**src/ioch_pkg.sv**
```systemverilog
// How it works
// - Program save writes nonvolatile memory, about one second, then answers a colon.
// - Variable save writes all variables and arrays, about two seconds, then a colon.
// - Clear-output with index 0 to 15 drives that on-board line low only.
// - Fieldbus index is handle*1000 + (module-1)*4 + (bit-1).
// - Every unsolicited message goes to the one chosen destination, serial or Ethernet handle.
// - After reset unsolicited messages go to the main serial port.
// - Program output is unsolicited; the same output answering a host is solicited.
// - The routing setting reads back as the ASCII code of its letter.
// - Self-selecting letter from a host routes unsolicited traffic to the arriving port.
// - Interrupt mode 0 off, 1 on carriage return, 2 any character, -1 clears buffer.
// - A serial interrupt runs the communication routine in thread 0 only.
// - Data-use 0 interprets aux characters as commands; 1 feeds only the interrupt.
// - Received characters, status and count are readable by the program.
package ioch_pkg;

  // ==========================================================================
  // Commands and modes
  typedef enum logic [2:0] {
    IOCH_CMD_NONE       = 3'h0,
    IOCH_CMD_SAVE_PROG  = 3'h1,
    IOCH_CMD_SAVE_VARS  = 3'h2,
    IOCH_CMD_SAVE_PARAM = 3'h3,
    IOCH_CMD_CLEAR_OUT  = 3'h4,
    IOCH_CMD_SET_OUT    = 3'h5,
    IOCH_CMD_ROUTE      = 3'h6,
    IOCH_CMD_SERIAL_INT = 3'h7
  } ioch_cmd_t;

  localparam logic [1:0] CI_MODE_OFF = 2'h0;
  localparam logic [1:0] CI_MODE_CR  = 2'h1;
  localparam logic [1:0] CI_MODE_ANY = 2'h2;
  localparam logic [15:0] CI_ARG_CLEAR = 16'hFFFF;

  // ==========================================================================
  // Characters and port letters
  localparam logic [7:0] ACK_CHAR     = 8'h3A;
  localparam logic [7:0] ROUTE_SERIAL = 8'h53;
  localparam logic [7:0] ROUTE_SELF   = 8'h49;
  localparam logic [7:0] ROUTE_ETH_A  = 8'h41;
  localparam logic [7:0] CHAR_CR      = 8'h0D;
  localparam logic [1:0] COMM_INTERRUPT_ROUTINE_THREAD = 2'h0;

  // ==========================================================================
  // Output decode
  localparam int          ONBOARD_OUTS   = 16;
  localparam logic [15:0] FB_HANDLE_STEP = 16'h03E8;
  localparam logic [15:0] FB_POINTS      = 16'h0040;
  localparam int          FB_HANDLES     = 3;

  // ==========================================================================
  // Timing and wear
  localparam longint CLK_HZ        = 100_000_000;
  localparam longint PROG_SAVE_MS  = 1000;
  localparam longint VAR_SAVE_MS   = 2000;
  localparam longint PARAM_SAVE_MS = 1000;
  localparam int PROG_SAVE_CYC  = int'(PROG_SAVE_MS * CLK_HZ / 1000);
  localparam int VAR_SAVE_CYC   = int'(VAR_SAVE_MS * CLK_HZ / 1000);
  localparam int PARAM_SAVE_CYC = int'(PARAM_SAVE_MS * CLK_HZ / 1000);
  localparam logic [13:0] WEAR_LIMIT  = 14'h2710;
  localparam logic [15:0] OUTS_RESET  = 16'h0000;

endpackage

```
**src/ioch_save_engine.sv**
```systemverilog
`timescale 1ns/100ps
`default_nettype none
module ioch_save_engine
  import ioch_pkg::*;
#(
  parameter int PROG_CYCLES  = PROG_SAVE_CYC,
  parameter int VAR_CYCLES   = VAR_SAVE_CYC,
  parameter int PARAM_CYCLES = PARAM_SAVE_CYC
)(
  // Clock and reset
  input  wire logic       clock,
  input  wire logic       reset_n,
  // Request side
  input  wire logic       start,
  input  wire logic [1:0] kind,
  output logic            busy,
  output logic            done,
  output logic            late,
  // Nonvolatile memory side
  output logic            nv_start,
  output logic [1:0]      nv_kind,
  input  wire logic       nv_done
);

  // ==========================================================================
  // State
  typedef enum logic [2:0] {
    SV_IDLE  = 3'b001,
    SV_WRITE = 3'b010,
    SV_ACK   = 3'b100
  } ioch_sv_t;

  typedef struct packed {
    ioch_sv_t    st;
    logic        go;
    logic [1:0]  kind;
    logic [31:0] cnt;
    logic [31:0] lim;
    logic        late;
  } ioch_sv_state_t;

  ioch_sv_state_t s_reg, s_next;

  assign busy     = s_reg.st != SV_IDLE;
  assign done     = s_reg.st == SV_ACK;
  assign late     = s_reg.late;
  assign nv_start = s_reg.go;
  assign nv_kind  = s_reg.kind;

  // ==========================================================================
  // Sequencer: start the write, wait for the memory, then announce completion
  always_comb
  begin
    s_next    = s_reg;
    s_next.go = 1'b0;
    unique case (s_reg.st)
      SV_IDLE:
        if (start)
        begin
          s_next.st   = SV_WRITE;
          s_next.go   = 1'b1;
          s_next.kind = kind;
          s_next.cnt  = 32'h0;
          s_next.late = 1'b0;
          // Typical duration per save kind, used to flag a slow part
          s_next.lim  = (kind == 2'h1) ? 32'(PROG_CYCLES) :
                        (kind == 2'h2) ? 32'(VAR_CYCLES) :
                                         32'(PARAM_CYCLES);
        end
      SV_WRITE:
      begin
        // The colon waits for the memory, however slow it turns out to be
        if (nv_done)
          s_next.st = SV_ACK;
        if (s_reg.cnt == s_reg.lim)
          s_next.late = 1'b1;
        else
          s_next.cnt = s_reg.cnt + 32'h1;
      end
      SV_ACK:
        s_next.st = SV_IDLE;
    endcase
  end

  always_ff @(posedge clock or negedge reset_n)
  begin
    if (!reset_n)
    begin
      s_reg    <= '0;
      s_reg.st <= SV_IDLE;
    end
    else
      s_reg <= s_next;
  end
endmodule
`default_nettype wire

```
**src/ioch_command_handler.sv**
```systemverilog
`timescale 1ns/100ps
`default_nettype none
module ioch_command_handler
  import ioch_pkg::*;
#(
  parameter int N_ETH        = 5,
  parameter int RX_DEPTH     = 16,
  parameter int PROG_CYCLES  = PROG_SAVE_CYC,
  parameter int VAR_CYCLES   = VAR_SAVE_CYC,
  parameter int PARAM_CYCLES = PARAM_SAVE_CYC,
  localparam int CW = $clog2(RX_DEPTH + 1),
  localparam int IW = $clog2(RX_DEPTH)
)(
  // Clock and reset
  input  wire logic          clock,
  input  wire logic          reset_n,
  // Parsed command from the interpreter
  input  wire logic          cmd_valid,
  output logic               cmd_ready,
  input  wire ioch_cmd_t     cmd_code,
  input  wire logic [15:0]   cmd_arg,
  input  wire logic [15:0]   cmd_arg2,
  input  wire logic [7:0]    cmd_port,
  input  wire logic          cmd_from_host,
  output logic               cmd_reject,
  // Save acknowledgement
  output logic               ack_valid,
  output logic [7:0]         ack_char,
  output logic [7:0]         ack_port,
  output logic               save_late,
  output logic [13:0]        save_count,
  output logic               wear_limit_hit,
  // Nonvolatile memory
  output logic               nv_start,
  output logic [1:0]         nv_kind,
  input  wire logic          nv_done,
  // On-board and fieldbus outputs
  output logic [15:0]        out_bits,
  output logic               fb_valid,
  output logic               fb_level,
  output logic [1:0]         fb_handle,
  output logic [3:0]         fb_module,
  output logic [1:0]         fb_bit,
  // Message routing
  input  wire logic          msg_valid,
  input  wire logic          msg_from_program,
  input  wire logic [7:0]    msg_src_port,
  output logic               msg_out_valid,
  output logic [7:0]         msg_dest_port,
  output logic [7:0]         unsolicited_route_value,
  // Auxiliary serial receive
  input  wire logic          aux_rx_valid,
  input  wire logic [7:0]    aux_rx_char,
  output logic               interp_rx_valid,
  output logic [7:0]         interp_rx_char,
  // Communication interrupt and program variables
  output logic               comm_interrupt_routine_req,
  output logic [1:0]         comm_interrupt_routine_thread,
  output logic [1:0]         ci_mode,
  output logic               ci_data_use,
  input  wire logic [IW-1:0] rx_rd_idx,
  input  wire logic          rx_release,
  output logic [7:0]         rx_char_var,
  output logic [7:0]         rx_string_var,
  output logic [CW-1:0]      rx_number_var,
  output logic [7:0]         rx_status_var
);

  // ==========================================================================
  // State
  typedef struct packed {
    logic [15:0]                outs;
    logic                       fb_valid;
    logic                       fb_level;
    logic [1:0]                 fb_handle;
    logic [3:0]                 fb_module;
    logic [1:0]                 fb_bit;
    logic [7:0]                 route;
    logic [1:0]                 ci_mode;
    logic                       data_use;
    logic [RX_DEPTH-1:0][7:0]   rx_buf;
    logic [CW-1:0]              rx_count;
    logic                       rx_over;
    logic                       rx_cr;
    logic [7:0]                 rx_last;
    logic [7:0]                 rd_char;
    logic                       comm_interrupt_routine;
    logic                       irx_valid;
    logic [7:0]                 irx_char;
    logic                       msg_valid;
    logic [7:0]                 msg_dest;
    logic                       ack_valid;
    logic [7:0]                 save_port;
    logic                       reject;
    logic [13:0]                wear;
  } ioch_state_t;

  ioch_state_t st_reg, st_next;
  logic        save_start;
  logic [1:0]  save_kind;
  logic        save_busy;
  logic        save_done;
  logic        accept;
  logic [1:0]  h;
  logic [15:0] rem;

  // Busy save refuses every command; the host is expected to wait anyway
  assign cmd_ready = !save_busy;
  assign accept    = cmd_valid && cmd_ready;

  // ==========================================================================
  // Fieldbus index split into handle, module and bit
  always_comb
  begin
    h   = 2'h0;
    rem = cmd_arg;
    for (int k = FB_HANDLES; k >= 1; k--)
      if (h == 2'h0 && cmd_arg >= 16'(k * FB_HANDLE_STEP))
      begin
        h   = 2'(k);
        rem = cmd_arg - 16'(k * FB_HANDLE_STEP);
      end
  end

  // ==========================================================================
  // Command, routing and receive logic
  always_comb
  begin
    st_next           = st_reg;
    st_next.fb_valid  = 1'b0;
    st_next.comm_interrupt_routine    = 1'b0;
    st_next.irx_valid = 1'b0;
    st_next.msg_valid = 1'b0;
    st_next.ack_valid = save_done;
    st_next.reject    = 1'b0;
    save_start        = 1'b0;
    save_kind         = 2'h0;
    if (accept)
      unique case (cmd_code)
        IOCH_CMD_SAVE_PROG, IOCH_CMD_SAVE_VARS, IOCH_CMD_SAVE_PARAM:
        begin
          save_start        = 1'b1;
          save_kind         = cmd_code[1:0];
          st_next.save_port = cmd_port;
          // Wear counter saturates so software can see the limit
          if (st_reg.wear != WEAR_LIMIT)
            st_next.wear = st_reg.wear + 14'h1;
        end
        IOCH_CMD_CLEAR_OUT, IOCH_CMD_SET_OUT:
          if (cmd_arg < 16'(ONBOARD_OUTS))
            st_next.outs[cmd_arg[3:0]] = (cmd_code == IOCH_CMD_SET_OUT);
          else if (h != 2'h0 && rem < FB_POINTS)
          begin
            st_next.fb_valid  = 1'b1;
            st_next.fb_level  = (cmd_code == IOCH_CMD_SET_OUT);
            st_next.fb_handle = h;
            st_next.fb_module = rem[5:2];
            st_next.fb_bit    = rem[1:0];
          end
          else
            st_next.reject = 1'b1;
        IOCH_CMD_ROUTE:
          if (cmd_arg[7:0] == ROUTE_SELF)
            if (cmd_from_host)
              st_next.route = cmd_port;
            else
              st_next.reject = 1'b1;
          else if (cmd_arg[7:0] == ROUTE_SERIAL ||
                   (cmd_arg[7:0] >= ROUTE_ETH_A && cmd_arg[7:0] < ROUTE_ETH_A + 8'(N_ETH)))
            st_next.route = cmd_arg[7:0];
          else
            st_next.reject = 1'b1;
        IOCH_CMD_SERIAL_INT:
        begin
          if (cmd_arg == CI_ARG_CLEAR)
          begin
            st_next.rx_count = '0;
            st_next.rx_over  = 1'b0;
            st_next.rx_cr    = 1'b0;
          end
          else if (cmd_arg <= 16'(CI_MODE_ANY))
            st_next.ci_mode = cmd_arg[1:0];
          else
            st_next.reject = 1'b1;
          if (cmd_arg2 <= 16'h0001)
            st_next.data_use = cmd_arg2[0];
          else
            st_next.reject = 1'b1;
        end
        default:
          st_next.reject = 1'b1;
      endcase

    // Program done with the buffer; placed before the append so a new char survives
    if (rx_release)
    begin
      st_next.rx_count = '0;
      st_next.rx_over  = 1'b0;
      st_next.rx_cr    = 1'b0;
    end

    // Incoming aux character
    if (aux_rx_valid)
    begin
      if (!st_reg.data_use)
      begin
        st_next.irx_valid = 1'b1;
        st_next.irx_char  = aux_rx_char;
      end
      if (st_reg.ci_mode != CI_MODE_OFF)
      begin
        st_next.rx_last = aux_rx_char;
        // A full buffer keeps what it holds and marks the loss
        if (st_next.rx_count < CW'(RX_DEPTH))
        begin
          st_next.rx_buf[st_next.rx_count[IW-1:0]] = aux_rx_char;
          st_next.rx_count = st_next.rx_count + CW'(1);
        end
        else
          st_next.rx_over = 1'b1;
        if (aux_rx_char == CHAR_CR)
          st_next.rx_cr = 1'b1;
        st_next.comm_interrupt_routine = (st_reg.ci_mode == CI_MODE_ANY) ||
                         (aux_rx_char == CHAR_CR);
      end
    end
    st_next.rd_char = st_reg.rx_buf[rx_rd_idx];

    // Program output follows the route; answers go back to the asker
    if (msg_valid)
    begin
      st_next.msg_valid = 1'b1;
      st_next.msg_dest  = msg_from_program ? st_reg.route : msg_src_port;
    end
  end

  always_ff @(posedge clock or negedge reset_n)
  begin
    if (!reset_n)
    begin
      st_reg       <= '0;
      st_reg.outs  <= OUTS_RESET;
      st_reg.route <= ROUTE_SERIAL;
    end
    else
      st_reg <= st_next;
  end

  // ==========================================================================
  // Save sequencer
  ioch_save_engine #(
    .PROG_CYCLES  (PROG_CYCLES),
    .VAR_CYCLES   (VAR_CYCLES),
    .PARAM_CYCLES (PARAM_CYCLES)
  ) u_save (
    .clock    (clock),
    .reset_n  (reset_n),
    .start    (save_start),
    .kind     (save_kind),
    .busy     (save_busy),
    .done     (save_done),
    .late     (save_late),
    .nv_start (nv_start),
    .nv_kind  (nv_kind),
    .nv_done  (nv_done)
  );

  // ==========================================================================
  // Outputs
  assign cmd_reject              = st_reg.reject;
  assign ack_valid               = st_reg.ack_valid;
  assign ack_char                = ACK_CHAR;
  assign ack_port                = st_reg.save_port;
  assign save_count              = st_reg.wear;
  assign wear_limit_hit          = st_reg.wear == WEAR_LIMIT;
  assign out_bits                = st_reg.outs;
  assign fb_valid                = st_reg.fb_valid;
  assign fb_level                = st_reg.fb_level;
  assign fb_handle               = st_reg.fb_handle;
  assign fb_module               = st_reg.fb_module;
  assign fb_bit                  = st_reg.fb_bit;
  assign msg_out_valid           = st_reg.msg_valid;
  assign msg_dest_port           = st_reg.msg_dest;
  assign unsolicited_route_value = st_reg.route;
  assign interp_rx_valid         = st_reg.irx_valid;
  assign interp_rx_char          = st_reg.irx_char;
  assign comm_interrupt_routine_req              = st_reg.comm_interrupt_routine;
  assign comm_interrupt_routine_thread           = COMM_INTERRUPT_ROUTINE_THREAD;
  assign ci_mode                 = st_reg.ci_mode;
  assign ci_data_use             = st_reg.data_use;
  assign rx_char_var             = st_reg.rx_last;
  assign rx_string_var           = st_reg.rd_char;
  assign rx_number_var           = st_reg.rx_count;
  assign rx_status_var           = {6'h00, st_reg.rx_over, st_reg.rx_cr};
endmodule
`default_nettype wire

```
**config.mk**
```make
export PLATFORM = sky130hd
export DESIGN_NAME = ioch_command_handler
export DESIGN_NICKNAME = d
export VERILOG_FILES = /design/src/ioch_pkg.sv /design/src/ioch_save_engine.sv /design/src/ioch_command_handler.sv
export SDC_FILE = /design/constraint.sdc
export NUM_CORES = 1
export LEC_CHECK = 0
export BUFFER_PORTS_ARGS = -buffer_cell sky130_fd_sc_hd__buf_2
export CORE_UTILIZATION = 30
export DETAILED_ROUTE_END_ITERATION = 8
export HOLD_SLACK_MARGIN = 0.1
export MAX_ROUTING_LAYER = met4
export PLACE_DENSITY = 0.57
export SLEW_MARGIN = 0
export SYNTH_ARGS = -nofsm -noshare
export SYNTH_HDL_FRONTEND = slang
export SYNTH_SLANG_ARGS = --single-unit
```
**constraint.sdc**
```tcl
create_clock -name clock -period 4.9 [get_ports clock]
set_input_delay 0.245 -clock clock [delete_from_list [all_inputs] [get_ports clock]]
set_output_delay 0.245 -clock clock [all_outputs]
set_load 0.005 [all_outputs]
```
## Word-level counts from Yosys, hierarchy flattened

Cells that the tools add are included.

| storage, ports and cells | value |
|---|---|
| bits in registers | 302 |
| bits of input ports | 72 |
| output and inout bits | 125 |
| word-level logic and storage cells | 193 |

| cells by class | value |
|---|---|
| add/subtract/negate cells | 6 |
| order comparisons | 15 |
| equal/unequal tests | 26 |
| muxes and demuxes | 66 |
| bitwise operators | 3 |
| reduce and logical (&&, ||, !) cells | 32 |

Operator list:

| kind | number |
|---|---|
| $bwmux 128 | 1 |
| $mux 71 | 1 |
| $mux 32 | 2 |
| $pmux 32 s2 | 1 |
| $mux 8 | 7 |
| $mux 16 | 3 |
| $mux 15 | 3 |
| $mux 10 | 4 |
| $add 32x1->32 const B | 1 |
| $bmux 8 s4 | 1 |
| $demux 8 s4 | 1 |
| $eq 32x32->1 | 1 |
| $mux 14 | 2 |
| $mux 28 | 1 |
| $mux 7 | 4 |
| $mux 21 | 1 |
| $mux 9 | 2 |
| $reduce_and 3->1 | 6 |
| $bwmux 16 | 1 |
| $eq 16x16->1 const B | 1 |
| $eq 8x7->1 const B | 2 |
| $ge 16x10->1 const B | 1 |
| $ge 16x11->1 const B | 1 |
| $ge 16x12->1 const B | 1 |
| other kinds (43) | 99 |

## Longest topological paths before layout

| depth | value |
|---|---|
| word-level depth | 14 |
| depth in mapped cells | 13 |
| mapped depth without buffers | 11 |

## Modules after synthesis

Synthesis repeated with hierarchy kept, for this count alone.

| second synthesis, totals | value |
|---|---|
| cell total of the unflattened synthesis | 1,256 |
| area total of the unflattened synthesis | 14,346.3 µm² |

By module, submodules not included:

| module | times used | cells an instance | area each (µm²) | sequential area each (µm²) |
|---|---|---|---|---|
| ioch_command_handler | 1 | 993 | 11,994.0 | 5,785.5 |
| ioch_save_engine | 1 | 263 | 2,352.3 | 1,052.3 |

## Worst setup path before layout

No wires, ideal clock.

| path | value |
|---|---|
| path type | input port to flip-flop |
| from | input port cmd_arg[1] |
| to | register st_reg (netlist bit fb_bit[0]) |
| library setup time | 0.125 ns |
| arrival | 2.876 ns |
| required time | 4.775 ns |
| setup slack | 1.900 ns |
| stages | 10 |
| path buffers | 1 |
| path through | clkbuf_1 nor4b_1 a21boi_0 o21ai_2 o21ai_2 o31ai_1 xnor2_1 o2111ai_1 nor4_4 mux2_2 |

| between the ends | value |
|---|---|
| longest elaborated chain between the ends | 11 |
| elaborated cells between the ends (all ways) | 22 |
| those cells by class | add/sub (3); order compare (5); mux (6); bitwise (1); reduce/logical (7) |

RTL lines:

| item | RTL line | source |
|---|---|---|
| start, declared | ioch_command_handler.sv:21 | `input wire logic [15:0] cmd_arg,` |
| $ge 16x12->1 | ioch_command_handler.sv:118 | `if (h == 2'h0 && cmd_arg >= 16'(k * FB_HANDLE_STEP))` |
| $mux 2 | ioch_command_handler.sv:118 |  |
| $logic_not 2->1 | ioch_command_handler.sv:118 |  |
| $logic_and 1x1->1 | ioch_command_handler.sv:118 |  |
| $mux 2 | ioch_command_handler.sv:118 |  |
| $logic_not 2->1 | ioch_command_handler.sv:118 |  |
| $logic_and 1x1->1 | ioch_command_handler.sv:118 |  |
| $mux 16 or $mux 2 (tied branches) | ioch_command_handler.sv:118 |  |
| $lt 16x7->1 or $reduce_bool 2->1 (tied branches) | ioch_command_handler.sv:152 | `else if (h != 2'h0 && rem < FB_POINTS)` |
| $logic_and 1x1->1 | ioch_command_handler.sv:152 |  |
| $reduce_and 4->1 (no source line) | n/a |  |
| end signal, assigned | ioch_command_handler.sv:246 | `st_reg <= st_next;` |
| end, declared | ioch_command_handler.sv:98 | `ioch_state_t st_reg, st_next;` |

Several ways; a longest one is shown, not always the timed one.
A chain may end at the register's enable or synchronous reset.

## Worst setup path after layout

| path | value |
|---|---|
| from | register u_save.s_reg[68] (netlist bit) |
| to | register st_reg[91] (netlist bit) |

| between the ends | value |
|---|---|
| longest elaborated chain between the ends | 10 |
| elaborated cells between the ends (all ways) | 13 |
| those cells by class | order compare (3); eq/ne (1); mux (5); reduce/logical (4) |

RTL lines:

| item | RTL line | source |
|---|---|---|
| start, declared | ioch_save_engine.sv:42 | `ioch_sv_state_t s_reg, s_next;` |
| start signal, assigned | ioch_save_engine.sv:93 | `s_reg <= s_next;` |
| $ne 3x1->1 * | ioch_save_engine.sv:44 | `assign busy = s_reg.st != SV_IDLE;` |
| $logic_not 1->1 * | ioch_command_handler.sv:108 | `assign cmd_ready = !save_busy;` |
| $logic_and 1x1->1 * | ioch_command_handler.sv:109 | `assign accept = cmd_valid && cmd_ready;` |
| $mux 7 * | ioch_command_handler.sv:138 | `if (accept)` |
| $mux 7 * | ioch_command_handler.sv:195 | `if (rx_release)` |
| $lt 4x5->1 (not written as such) or $ge 4x1->1 (tied branches) | ioch_command_handler.sv:216 | `st_next.rx_buf[st_next.rx_count[IW-1:0]] = aux_rx_char;` |
| $logic_and 1x1->1 (not written as such) | ioch_command_handler.sv:216 |  |
| $mux 8 (not written as such) | ioch_command_handler.sv:216 |  |
| $demux 8 s4 | ioch_command_handler.sv:216 |  |
| $bwmux 128 | ioch_command_handler.sv:216 |  |

Mark *: on every way between the ends. The rest lies on a longest branch, timed or not.

==> results <==
- The max-slew violation count came to 0.
- The reported max-cap violation count is 0.
- The depth of the worst hold-timing path is 3.
- In this run, synthesis inferred 0 flip-flops with an integrated enable.
- The share of final-layout standard cells stronger than drive strength 1 is 36.2%.
- STA classifies the critical path startpoint as a register.
- The maximum fanout along the worst path is 8.
- The floorplan step defined a die boundary enclosing 47300 um2.
- Sequential elements use 49.1% of the synthesized area.
- The achievable clock frequency is 309 MHz.
- Data on the critical path arrives at its endpoint at 3.65 ns.
- The commonest cells after synthesis are 268 x dfrtp_1, 172 x mux2_2, 114 x buf_4.
- The count of hold buffers inserted by post-cts repair is 26.
- The remaining global-route overflow is 0.
- The clock tree from TritonCTS is built.
- Counting cells, the worst reg-to-reg path comes to 10.
- The final critical delay including setup and external delays is 3.23 ns.
- The cell occurring most often along the worst timing path is nand2_1.
- The clock tree synthesis step divided the H-tree into 2 levels.
- The largest total area in the synthesized netlist belongs to dfrtp_1.
- The number of nets in the final layout is 1382.
- The flip-flop cell with the highest count after synthesis is dfrtp_1.
- The layout filler cell count is 4506.
- Setup repair after global routing left no endpoint under its margin.
- In this run the post-CTS setup repair buffer count came out at 0.
- Dividing total power by cell area gives a power density of 355 nW/um2.
- The signal on the critical path passes through and4bb_2 > nand2_1 > nor3_1 > a21oi_1 > nand2_1 > inv_1 > ha_1 > nand2_1 > a21o_1 > mux2_2.
- The cell at the slowest stage of the critical path is dfstp_2.
- The routed wire length is 36.3 mm.
- During synthesis, Yosys emitted a total of 0 warnings.
- The remaining antenna violation count is 0.
- At the pin with the least slew margin, the transition time is 1.13 ns.
- The proportion of register bits with asynchronous set or reset after synthesis is 100%.
- The top-level port count is 197.
- The total area inside the core boundary comes to 45600 um2.
- The kind of cell adding the most delay to the critical path is simple AND/OR/NAND/NOR gates.
- Across the routed clock network, the largest skew measured is 0.00882 ns.
- The most used standard cell by instance count after synthesis is dfrtp_1.
- The first TritonRoute pass finished after 4 iterations.
- The tree built by TritonCTS fans out to 273 sinks.
- The first global-routing pass estimated 57.2 mm of wire.
- The accumulated negative setup slack is 0 ns.
- Dividing the final minimum period by the clock period gives 66.0%.
- In this run the worst hold path is classified as in -> reg.
- The core utilization of the finished layout is 35.4%.
- TritonCTS created 34 clock buffers.
- The number of register bits inferred by synthesis is 273.
- The routability congestion estimate from global placement is 0.817.
- The longest clock path from root to sink contains 3 buffers.
- The total area of sequential cells is 6840 um2.
- Across the VDD grid, the largest voltage drop is 0.215 mV.
- The headroom to the max-slew limit is 24.6%.
- The number of gates resized after cts is 0.
- The floorplan step set the die height to 217 um.
- Synthesis instantiated 67 different standard cells from the library.
- The run finished with clean final reports.
- For this run, design rule violations remaining after detail routing come to 0.
- Once the floorplan was initialized, standard cells occupied 30.5% of the core.
- The number of antenna violations at the first check in global routing is 1.
- After clock tree synthesis, the clock-pin slew on the worst setup and hold paths is 0.06 ns.
- The number of flip-flops in the largest register is 128.
- The area of the mapped netlist is 13900 um2.
- The proportion of netlist area held by the largest area contributor is 48.2%.
- Setup violations remaining at the end of the flow were counted as 0.
- The pin count of the biggest net entering global routing is 119.
- The synthesized instance count is 1198.
- Buffers placed on the I/O ports in this run total 180.
- The row count is 78.
- By area the synthesized netlist is led by dfrtp_1 48%, mux2_2 14%, mux4_2 6.5%, buf_4 6.1%, nand2_1 2.6%.
- The clock latency reported for the late side of the worst-skew pair is 0.53 ns.
- In this run the mean area of a mapped cell was 11.6 um2.
- The overall fraction of global-route tracks in use is 16.2%.
- The delay of the slowest cell on the worst path is 0.54 ns.
- The leakage power is 7.85 nW.
- The total vias in the final route is 9386.
- The wire length per cell after detailed routing is 18.9 um.
- The die is 217 um wide.
- The worst endpoint required time is 5.31 ns.
- The post-DP HPWL is 25.1 mm.
- STA classifies the critical path endpoint as a register.
- The root buffer cell is clkbuf_16.
- The number of buffers and inverters on the critical path is 1.
- The area added between synthesis and finish is 16.1%.
- Counting buffers and inverters, the worst setup path is 10 cells deep.
- The via count of the first global-routing pass is 9587.
- The type of the worst setup path is reg -> reg.
- In this run, the number of DRC markers left after iteration 0 of detailed routing was 535.
- The final hold violation count is 0.
- Using the TritonRoute via totals, the vias-per-cell ratio works out to 4.89.
- Summing all multi-input logic gate instances after layout gives 5980 um2.
-- metrics by stage --
step	power [mW]	hold WS, ns	cells	setup slack (ns)	cell area [um2]
floorplan	2.86	-0.0506	1212	1.90	14000
global placement	3.03	0.399	1831	1.26	14700
detailed placement	3.03	0.404	1831	1.18	14700
CTS	5.84	0.104	1919	1.65	16200
global route	6.00	0.151	1920	1.40	16200
finish	5.74	0.152	1920	1.67	16200
-- placed cells by master, fill, tap and decap left out, types with 4 or more instances in the layout --
master / Yosys / final
nor4_1: 14 / 14
o211ai_1: 4 / 4
a21oi_1: 39 / 39
clkbuf_8: 0 / 6
nand2b_1: 8 / 8
nor3b_1: 4 / 4
buf_2: 1 / 179
nand4_1: 23 / 23
or3_1: 9 / 9
clkbuf_16: 0 / 37
nand2_1: 95 / 95
o21ai_0: 25 / 24
and3_1: 12 / 12
nor2b_1: 12 / 12
nor4b_1: 4 / 4
nor2_1: 83 / 83
o21a_1: 4 / 4
dfrtp_1: 268 / 268
ha_1: 17 / 17
buf_4: 114 / 9
and4_1: 5 / 5
clkinv_2: 0 / 6
or4_1: 5 / 5
mux2i_1: 10 / 10
clkbuf_1: 50 / 4
dfstp_2: 5 / 5
xor2_1: 25 / 25
conb_1: 2 / 16
bufinv_16: 0 / 5
inv_1: 22 / 22
xnor2_1: 20 / 20
nor3_1: 19 / 18
mux2_2: 172 / 172
nand3_1: 25 / 25
dlygate4sd3_1: 0 / 26
a211oi_1: 5 / 5
mux4_2: 40 / 40
-- layer usage --
metal	share of wire (%)	vias to the layer above	GRT usage [%]	routed length, um
li1	-	4313	-	-
met1	46	4797	21.7	16800
met2	45	220	23.9	16400
met3	5.9	56	3.68	2150
met4	2.7	0	5.89	971
met5	0	-	-	0
-- cell type report --
type / instances / share of cell area (%)
flip-flops and latches: 273 / 42.3
diodes: 1 / 0.0155
clock buffers: 47 / 6.33
inverters: 23 / 0.534
clock inverters: 15 / 1.32
well taps: 600 / 4.65
repair buffers: 216 / 7.79
multi-input cells: 745 / 37.0
-- cells by family after synthesis --
kind of cell	count (synthesis)	synth area share, %
adders and majority gates	17	1.53
and+or+nand+nor	336	12.1
other	2	0.0539
muxes	222	21.1
DFF	273	49.1
xor gates and xnor gates	45	2.83
buffers and inverters	194	8.31
AOI/OAI and AO/OA	109	4.93
-- power breakdown --
part | internal (mW) | total [mW] | switching, mW
logic | 0.235 | 0.553 | 0.318
registers | 2.36 | 2.45 | 0.0878
clock network | 1.73 | 2.73 | 1.00
total | 4.33 | 5.74 | 1.41
-- worst register-to-register path, cell delays in order (launching register included) --
cell and delay, ns:
dfstp_2 0.54, and4bb_2 0.28, nand2_1 0.10, nor3_1 0.46, a21oi_1 0.37, nand2_1 0.23, inv_1 0.08, ha_1 0.27
nand2_1 0.12, a21o_1 0.29, mux2_2 0.38
-- final timing paths --
path / from / slack (ns) / to
min: aux_rx_char[7] / 0.15 / rx_char_var[7]
max: u_save.s_reg[68] / 1.67 / st_reg[91]
min reg2reg: rx_status_var[0] / 0.47 / rx_status_var[0]
min in group asynchronous: reset_n / 0.39 / st_reg[118]
max reg2reg: u_save.s_reg[68] / 1.67 / st_reg[91]
max in group asynchronous: reset_n / 3.38 / save_count[7]
No activity file was read; power rests on OpenSTA's default activity.
